<file path="config.mk">
export PLATFORM = sky130hd
export DESIGN_NAME = pis_i2c_slave
export DESIGN_NICKNAME = d
export VERILOG_FILES = /design/src/pkg/pis_pkg.sv /design/src/design/pis_sync.sv /design/src/design/pis_i2c_slave.sv
export SDC_FILE = /design/constraint.sdc
export NUM_CORES = 1
export LEC_CHECK = 0
export BUFFER_PORTS_ARGS = -buffer_cell sky130_fd_sc_hd__buf_2
export CORE_MARGIN = 1.5
export CORE_UTILIZATION = 40
export DETAILED_ROUTE_END_ITERATION = 12
export SYNTH_ARGS = -nofsm -noshare
export SYNTH_HDL_FRONTEND = slang
export SYNTH_SLANG_ARGS = --single-unit
</file>
<file path="constraint.sdc">
create_clock -name clk_sys_i -period 2.2 [get_ports clk_sys_i]
set_clock_uncertainty 0.1 [all_clocks]
set_input_delay 0.33 -clock clk_sys_i [delete_from_list [all_inputs] [get_ports clk_sys_i]]
set_output_delay 0.33 -clock clk_sys_i [all_outputs]
set_load 0.02 [all_outputs]
</file>
<file path="src/pkg/pis_pkg.sv">
package pis_pkg;

  // ==========================================================================
  // Link figures
  localparam int BITS_PER_BYTE = 8;
  localparam int BIT_CNT_W = 4;
  localparam logic [6:0] DEVICE_BUS_ADDRESS = 7'h60;
  localparam logic RW_WRITE = 1'b0;
  localparam logic RW_READ = 1'b1;

  // ==========================================================================
  // Timing
  localparam int SYS_CLK_HZ = 10000000;
  localparam int MAX_BIT_RATE_BPS = 400000;
  // System clocks per bit at the fastest legal link rate
  localparam int SCL_MIN_PERIOD_CYC = SYS_CLK_HZ / MAX_BIT_RATE_BPS;
  localparam int SYNC_STAGES = 2;

  // ==========================================================================
  // Register file
  localparam int NUM_REGS = 14;
  localparam logic [7:0] PTR_RESET = 8'h00;
  localparam logic [7:0] UNMAPPED_READ = 8'h00;
  localparam logic [NUM_REGS-1:0][7:0] REG_RESET = {
    8'h00, 8'h00, 8'h00, 8'h00, 8'h00, 8'h00, 8'h00,
    8'h00, 8'h00, 8'h0c, 8'h00, 8'h00, 8'h43, 8'h00
  };

  // ==========================================================================
  // Transfer states, Gray coded along idle, address, register, data
  typedef enum logic [2:0] {
    ST_IDLE = 3'h0,
    ST_ADDR = 3'h1,
    ST_REG = 3'h3,
    ST_DATA = 3'h2,
    ST_READ = 3'h6,
    ST_IGNORE = 3'h4
  } pis_state_t;

endpackage : pis_pkg

</file>
<file path="src/design/pis_sync.sv">
`timescale 1ns/10ps

module pis_sync #(
  parameter int WIDTH = 2
) (
  input wire logic clk_sys_i,
  input wire logic reset_i,
  input wire logic [WIDTH-1:0] din_i,
  output logic [WIDTH-1:0] level_o,
  output logic [WIDTH-1:0] rise_o,
  output logic [WIDTH-1:0] fall_o
);

  // ==========================================================================
  // Two-stage synchroniser plus one history stage for edge finding
  logic [WIDTH-1:0] meta_r;
  logic [WIDTH-1:0] sync_r;
  logic [WIDTH-1:0] hist_r;

  genvar gi;
  generate
    for (gi = 0; gi < WIDTH; gi++) begin : g_bit
      always_ff @(posedge clk_sys_i) begin
        if (reset_i) begin
          meta_r[gi] <= 1'b1;
          sync_r[gi] <= 1'b1;
          hist_r[gi] <= 1'b1;
        end else begin
          meta_r[gi] <= din_i[gi];
          sync_r[gi] <= meta_r[gi];
          hist_r[gi] <= sync_r[gi];
        end
      end
      // Edges compare second and third stages only, never the first
      assign rise_o[gi] = sync_r[gi] & ~hist_r[gi];
      assign fall_o[gi] = ~sync_r[gi] & hist_r[gi];
      assign level_o[gi] = sync_r[gi];
    end
  endgenerate

endmodule : pis_sync

</file>
<file path="src/design/pis_i2c_slave.sv">
`timescale 1ns/10ps

// Summary of operation
// Target only, timed by master's SCL edges
// Works at any rate to 400 kbit/s
// SDA changes only while SCL low
// SDA fall/rise with SCL high: START/STOP
// Busy from START until STOP
// Repeated START restarts address recognition
// Eight bits per byte, MSB first
// Ninth clock acknowledges; target acks received bytes
// First byte: seven-bit address, direction bit
// Write: register byte, then data byte
// Fixed bus address 60h
// Master writes register address before reading
// Unlimited register/data pairs until STOP
// Silent during charger standby
// Fourteen registers, reset to defaults
// Read phase returns addressed register
// Address mismatch: no ack, ignore until START
// Master ends read with nack, STOP

module pis_i2c_slave #(
  parameter int NUM_REGS = pis_pkg::NUM_REGS,
  parameter logic [6:0] BUS_ADDR = pis_pkg::DEVICE_BUS_ADDRESS
) (
  input wire logic clk_sys_i,
  input wire logic reset_i,
  input wire logic scl_i,
  input wire logic sda_i,
  input wire logic standby_i,
  output logic sda_o,
  output logic sda_oe_n_o,
  output logic bus_busy_o,
  output logic wr_strobe_o,
  output logic [7:0] wr_addr_o,
  output logic [7:0] wr_data_o,
  output logic [NUM_REGS*8-1:0] reg_flat_o
);

  // ==========================================================================
  // Helpers
  function automatic logic pis_in_range(input logic [7:0] a);
    pis_in_range = (32'(a) < NUM_REGS);
  endfunction : pis_in_range

  function automatic logic pis_is_read(input pis_pkg::pis_state_t st);
    pis_is_read = (st == pis_pkg::ST_READ);
  endfunction : pis_is_read

  function automatic logic pis_addr_hit(input logic [7:0] b);
    pis_addr_hit = (b[7:1] == BUS_ADDR);
  endfunction : pis_addr_hit

  // ==========================================================================
  // Pin sampling
  logic [1:0] lvl;
  logic [1:0] rise;
  logic [1:0] fall;
  logic scl_lvl;
  logic sda_lvl;
  logic scl_rise;
  logic scl_fall;
  logic start_det;
  logic stop_det;

  // SCL is sampled, never used as a clock; 25 cycles per bit at top speed
  pis_sync #(.WIDTH(2)) u_sync (
    .clk_sys_i(clk_sys_i),
    .reset_i(reset_i),
    .din_i({scl_i, sda_i}),
    .level_o(lvl),
    .rise_o(rise),
    .fall_o(fall)
  );

  assign scl_lvl = lvl[1];
  assign sda_lvl = lvl[0];
  assign scl_rise = rise[1];
  assign scl_fall = fall[1];
  // Both pins share one pipeline, so their order is kept
  assign start_det = scl_lvl & fall[0];
  assign stop_det = scl_lvl & rise[0];

  // ==========================================================================
  // Transfer sequencing
  pis_pkg::pis_state_t state_r;
  logic [pis_pkg::BIT_CNT_W-1:0] bit_cnt_r;
  logic ack_phase_r;
  logic [7:0] shift_r;
  logic [7:0] tx_r;
  logic sda_oe_n_r;
  logic [7:0] ptr_r;
  logic [NUM_REGS-1:0][7:0] regs_r;
  logic active;
  logic byte_done;
  logic ack_end;
  logic [7:0] rd_byte;

  assign active = (state_r != pis_pkg::ST_IDLE) && (state_r != pis_pkg::ST_IGNORE);
  assign byte_done = active & scl_fall & ~ack_phase_r
                     & (32'(bit_cnt_r) == pis_pkg::BITS_PER_BYTE);
  assign ack_end = active & scl_fall & ack_phase_r;
  assign rd_byte = pis_in_range(ptr_r) ? regs_r[ptr_r[3:0]] : pis_pkg::UNMAPPED_READ;

  // Drive changes as soon as the SCL fall is seen, early in the low phase
  always_ff @(posedge clk_sys_i) begin
    if (reset_i || standby_i) begin
      state_r <= pis_pkg::ST_IDLE;
      bit_cnt_r <= '0;
      ack_phase_r <= 1'b0;
      sda_oe_n_r <= 1'b1;
      shift_r <= 8'h00;
      tx_r <= 8'h00;
    end else if (start_det) begin
      state_r <= pis_pkg::ST_ADDR;
      bit_cnt_r <= '0;
      ack_phase_r <= 1'b0;
      sda_oe_n_r <= 1'b1;
    end else if (stop_det) begin
      state_r <= pis_pkg::ST_IDLE;
      ack_phase_r <= 1'b0;
      sda_oe_n_r <= 1'b1;
    end else if (active) begin
      if (scl_rise) begin
        if (!ack_phase_r) begin
          shift_r <= {shift_r[6:0], sda_lvl};
          bit_cnt_r <= bit_cnt_r + 1'b1;
        end else if (pis_is_read(state_r) && sda_oe_n_r && sda_lvl) begin
          // Master declined the byte: stay off the bus until STOP or START
          state_r <= pis_pkg::ST_IGNORE;
        end
      end else if (ack_end) begin
        ack_phase_r <= 1'b0;
        bit_cnt_r <= '0;
        if (pis_is_read(state_r)) begin
          tx_r <= rd_byte;
          sda_oe_n_r <= rd_byte[7];
        end else begin
          sda_oe_n_r <= 1'b1;
        end
      end else if (byte_done) begin
        ack_phase_r <= 1'b1;
        case (state_r)
          pis_pkg::ST_ADDR: begin
            if (pis_addr_hit(shift_r)) begin
              sda_oe_n_r <= 1'b0;
              state_r <= (shift_r[0] == pis_pkg::RW_READ) ? pis_pkg::ST_READ
                                                           : pis_pkg::ST_REG;
            end else begin
              state_r <= pis_pkg::ST_IGNORE;
              sda_oe_n_r <= 1'b1;
            end
          end
          pis_pkg::ST_REG: begin
            sda_oe_n_r <= 1'b0;
            state_r <= pis_pkg::ST_DATA;
          end
          pis_pkg::ST_DATA: begin
            sda_oe_n_r <= 1'b0;
            state_r <= pis_pkg::ST_REG;
          end
          pis_pkg::ST_READ: begin
            sda_oe_n_r <= 1'b1;
          end
          default: begin
            sda_oe_n_r <= 1'b1;
            state_r <= pis_pkg::ST_IDLE;
          end
        endcase
      end else if (scl_fall && pis_is_read(state_r)) begin
        // Next data bit goes out right after SCL falls, held through high
        sda_oe_n_r <= tx_r[6];
        tx_r <= {tx_r[6:0], 1'b0};
      end
    end
  end

  // ==========================================================================
  // Register pointer
  // Reads walk forward through the file so a long read stays useful
  // Standby leaves the pointer alone; only reset clears it
  always_ff @(posedge clk_sys_i) begin
    if (reset_i) begin
      ptr_r <= pis_pkg::PTR_RESET;
    end else if (byte_done && state_r == pis_pkg::ST_REG) begin
      ptr_r <= shift_r;
    end else if (ack_end && pis_is_read(state_r)) begin
      ptr_r <= ptr_r + 8'h01;
    end
  end

  // ==========================================================================
  // Register file
  always_ff @(posedge clk_sys_i) begin
    if (reset_i) begin
      regs_r <= pis_pkg::REG_RESET;
      wr_strobe_o <= 1'b0;
      wr_addr_o <= 8'h00;
      wr_data_o <= 8'h00;
    end else begin
      wr_strobe_o <= 1'b0;
      if (byte_done && state_r == pis_pkg::ST_DATA) begin
        // Data to an unmapped index is still acknowledged and strobed out, but not stored
        if (pis_in_range(ptr_r)) begin
          regs_r[ptr_r[3:0]] <= shift_r;
        end
        wr_strobe_o <= 1'b1;
        wr_addr_o <= ptr_r;
        wr_data_o <= shift_r;
      end
    end
  end

  // ==========================================================================
  // Outputs
  // Open drain: the value stays low and only the enable moves
  assign sda_o = 1'b0;
  assign sda_oe_n_o = sda_oe_n_r;
  assign bus_busy_o = (state_r != pis_pkg::ST_IDLE);
  assign reg_flat_o = regs_r;

endmodule : pis_i2c_slave

</file>
### Word level (Yosys, flattened, before mapping)

Index checks and enable logic that the tools add are counted.

* flip-flop bits (word level): 167
* bits of input ports: 5
* word-level logic and storage cells: 136

* add/subtract/negate cells: 2
* magnitude comparators: 3
* equal/unequal tests: 18
* mux-type cells: 35
* bitwise gates (word level): 18
* reduce and logical (&&, ||, !) cells: 29

Operator list (count)
* $bwmux W112: 1
* $mux W8: 5
* $bmux W8 S4: 1
* $demux W8 S4: 1
* $mux W7: 4
* $mux W3: 7
* $mux W4: 3
* $pmux W3 S4: 1
* $reduce_and A6 Y1: 2
* $mux W1: 11
* $and A1 B1 Y1: 10
* $reduce_bool A2 Y1: 5
* $reduce_bool A3 Y1: 3
* $add A8 B1 Y8 const B: 1
* $logic_and A1 B1 Y1: 8
* $lt A8 B4 Y1 const B: 1
* $ne A2 B1 Y1 const B: 4
* $ne A4 B1 Y1 const B: 2
* $ne A4 B4 Y1 const B: 2
* $not A1 Y1: 8
* $eq A7 B7 Y1 const B: 1
* $reduce_and A7 Y1: 1
* $eq A3 B2 Y1 const B: 2
* $ne A2 B2 Y1 const B: 3
* other kinds (16): 18

### Longest topological paths before layout

* depth in word-level cells: 11
* depth in mapped cells: 10

### By module

Synthesis repeated with hierarchy kept, for this count alone.

* cell total of the unflattened synthesis: 827
* area, all modules: 7815.0 µm²

By module, submodules not included
* pis_i2c_slave: instances 1, cells an instance 811, area an instance 7632.3 µm², sequential area each 3223.1 µm²
* pis_sync: instances 1, cells an instance 16, area an instance 182.7 µm², sequential area each 120.1 µm²

### Worst setup path before layout

Ideal clock, no wire load.

* path kind: reg2reg
* start: reg ptr_r[1]
* end: reg regs_r, in the netlist reg_flat_o[14]
* setup time: 0.120 ns
* data arrival time: 1.991 ns
* required time: 1.980 ns
* slack: -0.010 ns
* stages on the path, launching flop included: 11
* path buffers: 4
* period minus slack after synthesis: 2.210 ns
* path through: dfxtp_1 > buf_2 > buf_4 > buf_4 > inv_1 > ha_1 > nand2_1 > nor3_1 > buf_2 > nor2b_1 > a211o_1

* longest elaborated chain between the ends: 5

RTL lines
* from (decl): line pis_i2c_slave.sv:93 `logic [7:0] ptr_r;`
* from (signal assigned): line pis_i2c_slave.sv:185 `ptr_r <= pis_pkg::PTR_RESET;`
* from (signal assigned): line pis_i2c_slave.sv:187 `ptr_r <= shift_r;`
* from (signal assigned): line pis_i2c_slave.sv:189 `ptr_r <= ptr_r + 8'h01;`
* $lt A4 B5 Y1 (not written as such) or $ge A4 B1 Y1 (tied branches): line pis_i2c_slave.sv:206 `regs_r[ptr_r[3:0]] <= shift_r;`
* $logic_and A1 B1 Y1 (not written as such): line pis_i2c_slave.sv:206
* $mux W8 (not written as such): line pis_i2c_slave.sv:206
* $demux W8 S4: line pis_i2c_slave.sv:206
* $bwmux W112: line pis_i2c_slave.sv:206
* to (signal assigned): line pis_i2c_slave.sv:197 `regs_r <= pis_pkg::REG_RESET;`
* to (signal, indexed assignment): line pis_i2c_slave.sv:206
* to (decl): line pis_i2c_slave.sv:94 `logic [NUM_REGS-1:0][7:0] regs_r;`

Several ways; a longest one is shown, not always the timed one.
A chain may end at the register's enable or synchronous reset.

### Final worst setup path

* start: reg bit_cnt_r[1] (netlist name)
* end: reg regs_r, in the netlist reg_flat_o[56]

* longest elaborated chain between the ends: 4

RTL lines
* from (decl): line pis_i2c_slave.sv:88 `logic [pis_pkg::BIT_CNT_W-1:0] bit_cnt_r;`
* from (signal assigned): line pis_i2c_slave.sv:128 `bit_cnt_r <= bit_cnt_r + 1'b1;`
* $eq A4 B4 Y1: line pis_i2c_slave.sv:102 `& (32'(bit_cnt_r) == pis_pkg::BITS_PER_BYTE);`
* $and A1 B1 Y1: line pis_i2c_slave.sv:102
* $logic_and A1 B1 Y1: line pis_i2c_slave.sv:203 `if (byte_done && state_r == pis_pkg::ST_DATA) begin`
* $reduce_and A2 Y1 (no source line)

Every way passes these cells.

==> flow_summary.json <==
{
  "synth_nets": 811,
  "hold_class": "in -> reg",
  "cts.reportedPaths.clkPinSlew_ps": 60,
  "grt_max_degree": 62,
  "worst-setup-path-type": "reg -> reg",
  "htree_num_levels": 4,
  "yosysWarnings": 0,
  "dieArea_mm2": 0.0198,
  "synth_cells": 800,
  "totalWireLength_um": 22200,
  "clock_path_buffers": 2,
  "grt_pass1_wl_um": 34700,
  "layout.nets": 966,
  "fin_crit_ps": 2140,
  "worst_pin_slew_ps": 619,
  "crit_required_ps": 2400,
  "place_ws_ps": 42.3,
  "wl_per_cell_um": 18.5,
  "min_period_over_period": 0.972,
  "via_count": 6461,
  "synth_edf_count": 0,
  "gp_congestion": 0.863,
  "grt_antenna_before_repair": 0,
  "outcome": "finished clean",
  "start_kind": "register",
  "yosysSeqAreaShare": 0.440,
  "placementRows": 50,
  "reg2reg_from": "bit_cnt_r[1]",
  "die-width_um": 141,
  "cts-buffers-inserted": 17,
  "synth_cell_types": 56,
  "place_hpwl_um": 15200,
  "io_pins": 137,
  "viasPerCell": 5.38,
  "maxSlewHeadroom": 0.587,
  "rsz0062_at_grt": "yes",
  "grt-ovfl-total": 0,
  "rr_worst_depth": 8,
  "multi_input_area_mm2": 0.00397,
  "insertion_delay_ps": 430,
  "reg2reg_slack_ps": 60,
  "syn_to_final_growth_pct": 23.7,
  "fillCellCount": 1785,
  "power.leakage_nw": 4.65,
  "drtPass1Iterations": 5,
  "whs_ps": 237,
  "peakVddDrop_v": 0.000521,
  "hold_start": "reset_i",
  "yosys_most_used_dff": "dfxtp_1",
  "min_path_cells": 2,
  "syn-mean-instance-area_um2": 9.50,
  "setup_viol": 0,
  "ys_ff_latch": 167,
  "final_util": 0.504,
  "hold_viol": 0,
  "drc": 0,
  "power.density_mw_per_mm2": 631,
  "dieHeight_um": 141,
  "grt_pass1_vias": 6174,
  "syn_area_mm2": 0.00760,
  "layout_setup_ws_ps": 60.9,
  "antenna_left": 0,
  "rr_endpoint": "reg_flat_o[56]",
  "crit_path_end_kind": "register",
  "core_area_mm2": 0.0186,
  "fmax_mhz": 467,
  "regArea_mm2": 0.00335,
  "start_util": 0.408,
  "n_antenna_cell": 0,
  "slew_violations": 0,
  "grt_util_all_layers": 0.225,
  "drv_cap": 0,
  "drtIter0Drc": 435,
  "drive_gt1_frac": 0.288,
  "cp_max_fo": 29,
  "whs_endpoint": "reg_flat_o[20]",
  "synth-async-reset-ratio": 0,
  "numPortBuffers": 135,
  "cts_tree": "built",
  "cts.sink_count": 167,
  "arrival_ps": 2340,
  "cts_root_buffer": "clkbuf_16"
}
## kinds of logic after synthesis
group | share of synthesized area
AND/OR/NAND/NOR | 0.192
AO/OA/AOI/OAI | 0.0837
XOR/XNOR | 0.00461
multiplexers | 0.230
buffers and inverters | 0.0395
other | 0.000494
adder cells (fa/ha/maj) | 0.00988
flip-flops | 0.440
## critical path, stage by stage, from the launching register on
cell and delay, ps:
dfxtp_1 330, inv_1 60, ha_1 160, and4bb_2 240
and4_1 220, buf_12 210, nand4_2 350, mux2i_1 280
nor2_1 60
## flip-flops by register name (all words and copies together), names as in the netlist
signal and cells:
wr_strobe_o 1, sda_oe_n_o 1, shift_r 8, bit_cnt_r 4, ack_phase_r 1, state_r 3, wr_data_o 8, u_sync.hist_r 2
u_sync.level_o 2, u_sync.meta_r 2, tx_r 7, reg_flat_o 112, wr_addr_o 8, ptr_r 8
## cell usage after synthesis (all sizes together) (2+ instances only)
cell,n,area share
dfxtp,167,0.44
nor2,142,0.070
mux2i,127,0.17
nand2,70,0.035
clkbuf,48,0.024
a21oi,34,0.022
mux4,20,0.059
o21ai,19,0.013
buf,16,0.012
nor3,16,0.011
nand4,14,0.022
nor2b,13,0.011
or2,11,0.0091
a31oi,9,0.0074
and3,8,0.0066
nand3,8,0.0053
ha,6,0.0099
inv,6,0.0030
a22oi,5,0.0049
o2111ai,5,0.0058
a211oi,4,0.0040
xnor2,4,0.0046
a2111oi,3,0.0035
a211o,3,0.0035
a221o,3,0.0040
and4,3,0.0035
nand2b,3,0.0025
nand3b,3,0.0030
o22ai,3,0.0025
a32oi,2,0.0023
mux2,2,0.0030
nor4,2,0.0036
o2bb2ai,2,0.0023
or3,2,0.0016
## metal layers
metal | vias to the layer above | part of all wire | GRT usage
met3 | 19 | 0.053 | 0.0452
li1 | 3117 | - | -
met5 | - | 0 | 0
met4 | 0 | 0.012 | 0.0598
met2 | 188 | 0.47 | 0.360
met1 | 3137 | 0.46 | 0.311
## what timing repair did
action | 4_1_cts | 5_1_grt
setup endpoints to repair | 0 | 50
hold buffers | 2 | 0
buffers inserted | 0 | 3
resized for setup | 0 | 2
endpoints found under the hold margin | 2 | 0
## power breakdown
| group | leakage (nW) | internal (W) | switching [W] |
|---|---|---|---|
| clock network | 0.258 | 0.00160 | 0.00121 |
| registers | 1.35 | 0.00303 | 0.00000464 |
| logic | 3.04 | 0.0000274 | 0.0000693 |
| total | 4.65 | 0.00465 | 0.00128 |
## per-stage QoR
step / setup TNS [ps] / cell area, um^2 / total power (W) / std cells
6_report: 0 / 9400 / 0.00593 / 1200
5_1_grt: -2460 / 9400 / 0.00613 / 1200
4_1_cts: 0 / 9370 / 0.00601 / 1197
3_5_place_dp: 0 / 8810 / 0.00319 / 1165
3_3_place_gp: 0 / 8810 / 0.00319 / 1165
2_1_floorplan: 0 / 7600 / 0.00316 / 800
## worst max-delay path by stage
stage                      start        endpoint  slack, ps
finish              bit_cnt_r[1]  reg_flat_o[56]         60
CTS                 bit_cnt_r[1]  reg_flat_o[77]         30
floorplan               ptr_r[1]  reg_flat_o[14]         30
detailed placement  bit_cnt_r[1]  reg_flat_o[76]         40
global route        bit_cnt_r[1]  reg_flat_o[72]       -120
global placement        ptr_r[1]         tx_r[0]         40
## cell type report
type / count / area share
clock inverters: 8 / 0.00812
inverters: 7 / 0.00279
well taps: 234 / 0.0311
flip-flops and latches: 167 / 0.356
clock buffers: 22 / 0.0494
multi-input cells: 562 / 0.423
repair buffers: 200 / 0.130
## cells in the final DEF (no fill, tap or decap), types with 4 or more instances in the layout
| master | n |
|---|---|
| o2111ai_1 | 5 |
| a22oi_1 | 5 |
| a211oi_1 | 4 |
| and3_1 | 8 |
| nand3_1 | 8 |
| nor2b_1 | 13 |
| ha_1 | 6 |
| xnor2_1 | 4 |
| nand4_2 | 12 |
| buf_12 | 4 |
| dfxtp_1 | 166 |
| clkbuf_16 | 17 |
| nor2_1 | 142 |
| or2_2 | 11 |
| mux4_2 | 20 |
| buf_2 | 134 |
| nand2_1 | 70 |
| buf_4 | 60 |
| inv_1 | 6 |
| o21ai_0 | 19 |
| nor3_1 | 15 |
| a21oi_1 | 34 |
| mux2i_1 | 127 |
| a31oi_1 | 9 |
Power figures use the tool's default switching activity.
